<file path="config.mk">
export PLATFORM = sky130hd
export DESIGN_NAME = residual_inst_overcurrent
export DESIGN_NICKNAME = d
export VERILOG_FILES = /design/src/shared/rioc_pkg.sv /design/src/logic/residual_inst_overcurrent.sv
export SDC_FILE = /design/constraint.sdc
export NUM_CORES = 1
export LEC_CHECK = 0
export BUFFER_PORTS_ARGS = -buffer_cell sky130_fd_sc_hd__buf_2
export CORE_AREA = 3 3 104 106
export CTS_CLUSTER_DIAMETER = 60
export CTS_CLUSTER_SIZE = 12
export DETAILED_ROUTE_END_ITERATION = 6
export DIE_AREA = 0 0 107 109
export HOLD_SLACK_MARGIN = 0.05
export PLACE_DENSITY_LB_ADDON = 0.05
export SLEW_MARGIN = 5
export SYNTH_ARGS = -nofsm -noshare
export SYNTH_HDL_FRONTEND = slang
export SYNTH_SLANG_ARGS = --single-unit
</file>
<file path="constraint.sdc">
create_clock -name clk -period 5.5 [get_ports clk]
set_input_delay 1.65 -clock clk [delete_from_list [all_inputs] [get_ports clk]]
set_output_delay 1.65 -clock clk [all_outputs]
set_load 0.02 [all_outputs]
</file>
<file path="src/shared/rioc_pkg.sv">
// Constants, types and register map of the residual instantaneous overcurrent block
package rioc_pkg;

	// ************************************************************
	// Widths
	// ************************************************************
	localparam int unsigned MEAS_W = 16;
	localparam int unsigned SET_W  = 12;
	localparam int unsigned THR_W  = 13;
	localparam int unsigned ADDR_W = 5;
	localparam int unsigned DATA_W = 32;
	localparam int unsigned IRQ_W  = 2;

	// ************************************************************
	// Start current setting, in percent of nominal current
	// ************************************************************
	localparam logic [SET_W-1:0] START_MIN     = 12'h00A;
	localparam logic [SET_W-1:0] START_MAX_STD = 12'h3E8;
	localparam logic [SET_W-1:0] START_MAX_EXT = 12'hBB8;
	localparam logic [SET_W-1:0] START_DEF     = 12'h0C8;

	// ************************************************************
	// Operation setting, Gray coded along off, peak, fundamental
	// ************************************************************
	typedef enum logic [1:0]
	{
		OP_OFF  = 2'h0,
		OP_PEAK = 2'h1,
		OP_FUND = 2'h3
	} op_mode_e;

	// ************************************************************
	// Register map, byte offsets
	// ************************************************************
	localparam logic [ADDR_W-1:0] REG_CTRL     = 5'h00;
	localparam logic [ADDR_W-1:0] REG_START    = 5'h04;
	localparam logic [ADDR_W-1:0] REG_STATUS   = 5'h08;
	localparam logic [ADDR_W-1:0] REG_IRQ_STAT = 5'h0C;
	localparam logic [ADDR_W-1:0] REG_IRQ_MASK = 5'h10;

	// Status register bit positions
	localparam int unsigned ST_INT_TRIP = 0;
	localparam int unsigned ST_GEN_TRIP = 1;
	localparam int unsigned ST_BLOCK    = 2;
	localparam int unsigned ST_DOUBLE   = 3;
	localparam int unsigned ST_EXT      = 4;

	// Interrupt status and mask bit positions
	localparam int unsigned IRQ_TRIP_ON  = 0;
	localparam int unsigned IRQ_TRIP_OFF = 1;

	localparam logic [1:0] RESP_OKAY   = 2'h0;
	localparam logic [1:0] RESP_SLVERR = 2'h2;

	// ************************************************************
	// Measurement carrier from the front end
	// ************************************************************
	typedef struct packed
	{
		logic              valid;
		logic [MEAS_W-1:0] peak;
		logic [MEAS_W-1:0] fund;
	} meas_s;

endpackage

</file>
<file path="src/logic/residual_inst_overcurrent.sv">
// Residual instantaneous overcurrent decision, trip logic and register slave
`timescale 1ns/1ns

// What this block does
// - Internal trip rises with no timer once selected measure exceeds threshold.
// - Operation selects off, peak or fundamental measure; off after reset.
// - Start current in percent, unit steps, standard range, default two hundred.
// - With extended current module fitted, setting reaches the extended upper limit.
// - Threshold-doubling input makes the comparison use twice the setting.
// - Block input suppresses the general trip whatever the internal trip does.
// - General trip combines internal trip, block status and operation setting.
module residual_inst_overcurrent
	import rioc_pkg::*;
(
	input  wire  logic                         clk,
	input  wire  logic                         rst,
	input  wire  rioc_pkg::meas_s              meas,
	input  wire  logic                         threshold_double_in,
	input  wire  logic                         trip_block_in,
	input  wire  logic                         ext_module_fitted,
	output logic                               internal_trip,
	output logic                               general_trip_out,
	output logic                               irq,
	input  wire  logic [rioc_pkg::ADDR_W-1:0]  awaddr,
	input  wire  logic                         awvalid,
	output logic                               awready,
	input  wire  logic [rioc_pkg::DATA_W-1:0]  wdata,
	input  wire  logic [3:0]                   wstrb,
	input  wire  logic                         wvalid,
	output logic                               wready,
	output logic [1:0]                         bresp,
	output logic                               bvalid,
	input  wire  logic                         bready,
	input  wire  logic [rioc_pkg::ADDR_W-1:0]  araddr,
	input  wire  logic                         arvalid,
	output logic                               arready,
	output logic [rioc_pkg::DATA_W-1:0]        rdata,
	output logic [1:0]                         rresp,
	output logic                               rvalid,
	input  wire  logic                         rready
);
	import rioc_pkg::*;

	// ************************************************************
	// Helpers
	// ************************************************************
	// The low two address bits are ignored for decode; byte lanes come from the write strobes only
	function automatic logic reg_hit(input logic [ADDR_W-1:0] a, input logic [ADDR_W-1:0] r);
		return a[ADDR_W-1:2] == r[ADDR_W-1:2];
	endfunction

	function automatic logic [DATA_W-1:0] lane_merge(input logic [DATA_W-1:0] old_v,
		input logic [DATA_W-1:0] new_v, input logic [3:0] strb);
		logic [DATA_W-1:0] res;
		res = old_v;
		for (int i = 0; i < 4; i++)
		begin
			if (strb[i])
				res[i*8 +: 8] = new_v[i*8 +: 8];
		end
		return res;
	endfunction

	// ************************************************************
	// Strap synchroniser for the fitted current module
	// ************************************************************
	logic ext_meta_q;
	logic ext_sync_q;

	always_ff @(posedge clk or posedge rst)
	begin
		if (rst)
		begin
			ext_meta_q <= 1'b0;
			ext_sync_q <= 1'b0;
		end
		else
		begin
			ext_meta_q <= ext_module_fitted;
			ext_sync_q <= ext_meta_q;
		end
	end

	// ************************************************************
	// Settings and decision
	// ************************************************************
	op_mode_e           mode_q, mode_d;
	logic [SET_W-1:0]   start_q, start_d;
	logic [SET_W-1:0]   start_lim;
	logic [THR_W-1:0]   thr;
	logic [MEAS_W-1:0]  measure;
	logic               itrip_q, itrip_d;
	logic               gtrip_q, gtrip_d;

	always_comb
	begin
		// Out-of-range settings are clamped at use, so a later strap change still holds
		start_lim = start_q;
		if (start_lim < START_MIN)
			start_lim = START_MIN;
		if (ext_sync_q && start_lim > START_MAX_EXT)
			start_lim = START_MAX_EXT;
		else if (!ext_sync_q && start_lim > START_MAX_STD)
			start_lim = START_MAX_STD;
		thr = threshold_double_in ? {start_lim, 1'b0} : {1'b0, start_lim};
		unique case (mode_q)
			OP_PEAK: measure = meas.peak;
			OP_FUND: measure = meas.fund;
			default: measure = '0;
		endcase
		itrip_d = itrip_q;
		if (mode_q == OP_OFF)
			itrip_d = 1'b0;
		else if (meas.valid)
			itrip_d = measure > MEAS_W'(thr);
		gtrip_d = itrip_q && !trip_block_in && mode_q != OP_OFF;
	end

	always_ff @(posedge clk or posedge rst)
	begin
		if (rst)
		begin
			itrip_q <= 1'b0;
			gtrip_q <= 1'b0;
		end
		else
		begin
			itrip_q <= itrip_d;
			gtrip_q <= gtrip_d;
		end
	end

	assign internal_trip    = itrip_q;
	assign general_trip_out = gtrip_q;

	// ************************************************************
	// Register slave and interrupts
	// ************************************************************
	logic                     aw_full_q, aw_full_d;
	logic                     w_full_q, w_full_d;
	logic [ADDR_W-1:0]        aw_addr_q, aw_addr_d;
	logic [DATA_W-1:0]        w_data_q, w_data_d;
	logic [3:0]               w_strb_q, w_strb_d;
	logic                     awready_q, awready_d, wready_q, wready_d;
	logic                     bvalid_q, bvalid_d, arready_q, arready_d, rvalid_q, rvalid_d;
	logic [1:0]               bresp_q, bresp_d, rresp_q, rresp_d;
	logic [DATA_W-1:0]        rdata_q, rdata_d;
	logic [IRQ_W-1:0]         istat_q, istat_d, imask_q, imask_d, iset, iclr;
	logic                     irq_q, irq_d;
	logic                     do_wr;
	logic [DATA_W-1:0]        wr_val;

	always_comb
	begin
		aw_full_d = aw_full_q;
		w_full_d  = w_full_q;
		aw_addr_d = aw_addr_q;
		w_data_d  = w_data_q;
		w_strb_d  = w_strb_q;
		bvalid_d  = bvalid_q && !bready;
		bresp_d   = bresp_q;
		rvalid_d  = rvalid_q && !rready;
		rresp_d   = rresp_q;
		rdata_d   = rdata_q;
		mode_d    = mode_q;
		start_d   = start_q;
		imask_d   = imask_q;
		iclr      = '0;
		wr_val    = '0;
		if (awvalid && awready_q)
		begin
			aw_full_d = 1'b1;
			aw_addr_d = awaddr;
		end
		if (wvalid && wready_q)
		begin
			w_full_d = 1'b1;
			w_data_d = wdata;
			w_strb_d = wstrb;
		end
		do_wr = aw_full_q && w_full_q && !bvalid_q;
		if (do_wr)
		begin
			aw_full_d = 1'b0;
			w_full_d  = 1'b0;
			bvalid_d  = 1'b1;
			bresp_d   = RESP_OKAY;
			if (reg_hit(aw_addr_q, REG_CTRL))
			begin
				wr_val = lane_merge(DATA_W'(mode_q), w_data_q, w_strb_q);
				// Unused code is refused so the setting never leaves a legal value
				if (wr_val[1:0] inside {OP_OFF, OP_PEAK, OP_FUND})
					mode_d = op_mode_e'(wr_val[1:0]);
			end
			else if (reg_hit(aw_addr_q, REG_START))
			begin
				wr_val  = lane_merge(DATA_W'(start_q), w_data_q, w_strb_q);
				start_d = wr_val[SET_W-1:0];
			end
			else if (reg_hit(aw_addr_q, REG_IRQ_STAT))
				iclr = w_strb_q[0] ? w_data_q[IRQ_W-1:0] : '0;
			else if (reg_hit(aw_addr_q, REG_IRQ_MASK))
			begin
				if (w_strb_q[0])
					imask_d = w_data_q[IRQ_W-1:0];
			end
			else if (!reg_hit(aw_addr_q, REG_STATUS))
				bresp_d = RESP_SLVERR;
		end
		if (arvalid && arready_q)
		begin
			rvalid_d = 1'b1;
			rresp_d  = RESP_OKAY;
			rdata_d  = '0;
			if (reg_hit(araddr, REG_CTRL))
				rdata_d = DATA_W'(mode_q);
			else if (reg_hit(araddr, REG_START))
				rdata_d = DATA_W'(start_q);
			else if (reg_hit(araddr, REG_STATUS))
			begin
				rdata_d[ST_INT_TRIP] = itrip_q;
				rdata_d[ST_GEN_TRIP] = gtrip_q;
				rdata_d[ST_BLOCK]    = trip_block_in;
				rdata_d[ST_DOUBLE]   = threshold_double_in;
				rdata_d[ST_EXT]      = ext_sync_q;
			end
			else if (reg_hit(araddr, REG_IRQ_STAT))
				rdata_d = DATA_W'(istat_q);
			else if (reg_hit(araddr, REG_IRQ_MASK))
				rdata_d = DATA_W'(imask_q);
			else
				rresp_d = RESP_SLVERR;
		end
		// Edges of the general trip are the events; a set in the clearing cycle survives
		iset               = '0;
		iset[IRQ_TRIP_ON]  = gtrip_d && !gtrip_q;
		iset[IRQ_TRIP_OFF] = !gtrip_d && gtrip_q;
		istat_d            = (istat_q & ~iclr) | iset;
		irq_d              = |(istat_d & imask_d);
		awready_d          = !aw_full_d && !bvalid_d;
		wready_d           = !w_full_d && !bvalid_d;
		arready_d          = !rvalid_d;
	end

	always_ff @(posedge clk or posedge rst)
	begin
		if (rst)
		begin
			aw_full_q <= 1'b0;
			w_full_q  <= 1'b0;
			aw_addr_q <= '0;
			w_data_q  <= '0;
			w_strb_q  <= '0;
			awready_q <= 1'b0;
			wready_q  <= 1'b0;
			bvalid_q  <= 1'b0;
			bresp_q   <= RESP_OKAY;
			arready_q <= 1'b0;
			rvalid_q  <= 1'b0;
			rresp_q   <= RESP_OKAY;
			rdata_q   <= '0;
			mode_q    <= OP_OFF;
			start_q   <= START_DEF;
			istat_q   <= '0;
			imask_q   <= '0;
			irq_q     <= 1'b0;
		end
		else
		begin
			aw_full_q <= aw_full_d;
			w_full_q  <= w_full_d;
			aw_addr_q <= aw_addr_d;
			w_data_q  <= w_data_d;
			w_strb_q  <= w_strb_d;
			awready_q <= awready_d;
			wready_q  <= wready_d;
			bvalid_q  <= bvalid_d;
			bresp_q   <= bresp_d;
			arready_q <= arready_d;
			rvalid_q  <= rvalid_d;
			rresp_q   <= rresp_d;
			rdata_q   <= rdata_d;
			mode_q    <= mode_d;
			start_q   <= start_d;
			istat_q   <= istat_d;
			imask_q   <= imask_d;
			irq_q     <= irq_d;
		end
	end

	assign awready = awready_q;
	assign wready  = wready_q;
	assign bvalid  = bvalid_q;
	assign bresp   = bresp_q;
	assign arready = arready_q;
	assign rvalid  = rvalid_q;
	assign rresp   = rresp_q;
	assign rdata   = rdata_q;
	assign irq     = irq_q;
endmodule // residual_inst_overcurrent

</file>
==> reports/results.ini <==
[yosys]
ys_top_cells_by_area=dfrtp_1 (42%), mux2_2 (7.5%), buf_4 (4.8%)
avgSynthCellArea_um2=10.3
synth_common_cells=dfrtp_1 (58), nor2_1 (24), mux2_2 (23), nand2_1 (23), buf_4 (22)
yosys_warnings=0
synth.top_cell.area_share_pct=42.0
synthesis.area_um2=3450
synth-edff-count=0
ys_types=51
synth_cells=334
synth-seq-area-share_pct=44.3
synth_top_area_cell=dfrtp_1
async_reset_ff_share_pct=100
synth.most_common_cell=dfrtp_1
ys.flop_type=dfrtp_1
ys_ff_latch=61

[worst_setup_path]
path_common_cell=nor4_1
arrival_ns=3.49
crit_fanout=9
critPathCaptureType=flip-flop
cpLargestDelayFamily=simple AND/OR/NAND/NOR gates
crit_slowest_cell=a221oi_2
crit_type=flip-flop to flip-flop
slowest_delay_ns=0.52
cp-start-kind=flip-flop
critPathBufInv=0
worstPathCellList=nor4_1 -> a21oi_2 -> a221oi_2 -> or2_1 -> o31ai_1 -> ha_1 -> nand4_1 -> nor4_1 -> nor2_1 -> a21oi_1 -> o21ai_0
critPathRequiredTime_ns=5.72

[timing]
period_needed_ns=3.27
fin_crit_sh_pct=59.5
rsz0062_at_grt=false
clock_skew_ns=0.00601
relSlewSlack_pct=48.0
maxSlewViolCount=0
worst_slew_pin_slew_ns=0.780
tns_ns=0
finalSetupViolations=0
hold_violations=0
clock.fmax_ghz=0.305

[global_route]
grt_pass1_vias=2660
grtUsageTotal_pct=14.5
grt_pass1_wl_um=13400
grt_max_degree=42
globalRouteOverflowTotal=0
antenna_found_initial=0

[worst_hold_path]
hold_class=flip-flop to flip-flop

[cts]
cts_buffers=9
hold_buffers=0
clk_latency_ns=0.33
cts_setup_buffers=0
clock_sinks=61
post_cts_resized=0
path_clk_slew_ns=0.07
clk_path_buf_depth=2
cts_tree=built
h-tree-depth=3
clockRootBuffer=clkbuf_8

[route]
dr.pass1.iters=4
wl_um=7970
vias=2696
drcViolationCount=0
via_per_inst=4.87
drt_iter0_drc=148
wire_per_inst_um=14.4
ant_nets=0

[layout]
fin_area_um2=4130
utilization_pct=41.9
diodes=0
area_growth_pct=19.6
layout-drive-gt1-share_pct=31.8
final_net_count=518

[power_and_ir_drop]
ir_drop_v=0.000231
p_int_mw=1.29
power_switching_uw=778
powerDensity_nw_per_um2=500
comb_power_share_pct=37.4
p_leak_nw=1.99
p_sw_share_pct=37.7
p_clk_share_pct=22.1
seqPwrFrac_pct=40.5

[floorplan]
start_util_pct=35.0
die_h_um=109
die_w_um=107
dieArea_um2=11700
placeableCoreArea_um2=9860
io_pins=133
rows=36

[place]
place_area_um2=3900
port_buffers=84
routabilityCongestion=0.729
dp_hpwl_um=6130

[outcome]
status=complete, no violations

[flow_run]
drv_cap=0

-- cell families after synthesis --
| group | Yosys count | share of synthesized area, % |
|---|---|---|
| flops | 61 | 44.3 |
| other cells | 1 | 0.109 |
| simple gates | 95 | 14.2 |
| buf+inv | 45 | 7.50 |
| compound gates | 77 | 15.9 |
| mux | 42 | 13.3 |
| fa+ha+maj | 13 | 4.71 |
-- metrics by stage --
stage / worst slack, ns / total power [mW] / std cells / hold WS [ns]
2_1_floorplan: 2.06 / 1.42 / 355 / 0.331
3_3_place_gp: 1.89 / 1.61 / 538 / 0.350
3_5_place_dp: 1.91 / 1.63 / 538 / 0.351
4_1_cts: 2.19 / 2.09 / 554 / 0.366
5_1_grt: 1.83 / 2.25 / 554 / 0.364
6_report: 2.23 / 2.06 / 554 / 0.355
-- path summary, 6_finish.rpt --
path | start | end | depth (start not counted) | slack, ns
setup / recovery | start_q[8] | internal_trip | 11 | 2.23
hold / removal | ext_meta_q | ext_sync_q | 0 | 0.35
setup reg to reg | start_q[8] | internal_trip | 11 | 2.23
hold reg to reg | ext_meta_q | ext_sync_q | 0 | 0.35
max in group asynchronous | rst | start_q[6] | 3 | 3.29
min in group asynchronous | rst | bvalid | 2 | 1.31
-- per-layer routing --
metal / share of wire (%) / GRT usage [%] / vias to the layer above
met5: 0 / 0 / -
li1: - / - / 1338
met3: 6.7 / 3.55 / 10
met4: 1.4 / 4.93 / 0
met1: 49 / 20.3 / 1255
met2: 43 / 22.2 / 93
-- power groups by stage --
stage	Combinational [mW]	Clock, mW	Sequential, mW
after floorplan	0.634	0	0.786
after global routing	0.885	0.490	0.870
after detailed placement	0.783	0	0.845
after CTS	0.785	0.469	0.837
final	0.772	0.457	0.835
after global placement	0.771	0	0.842
-- sequential cells by signal (all words and copies together), names as in the netlist, 2 cells and up --
register   count
aw_addr_q      3
imask_q        2
istat_q        2
mode_q         2
rdata         12
start_q       12
w_data_q      12
w_strb_q       2
-- layout make-up --
cell class	count	area, um^2
inverters	10	37.5
repair buffers	85	428
clock inverters	3	67.6
fillers	988	5730
flip-flops and latches	61	1530
clock buffers	13	159
multi-input cells	249	1740
well taps	133	166
-- layout by cell type, fill, tap and decap left out, types with 7 or more instances in the layout --
| cell type | instances |
|---|---|
| buf_2 | 84 |
| dfrtp_1 | 58 |
| nor2_1 | 24 |
| nand2_1 | 23 |
| mux2_2 | 23 |
| conb_1 | 22 |
| o21ai_0 | 19 |
| a22o_1 | 15 |
| ha_1 | 13 |
| mux2i_1 | 12 |
| clkbuf_8 | 11 |
| a21oi_1 | 10 |
| nor2b_1 | 9 |
| inv_1 | 9 |
| mux2_1 | 7 |
Power figures use the tool's default switching activity.
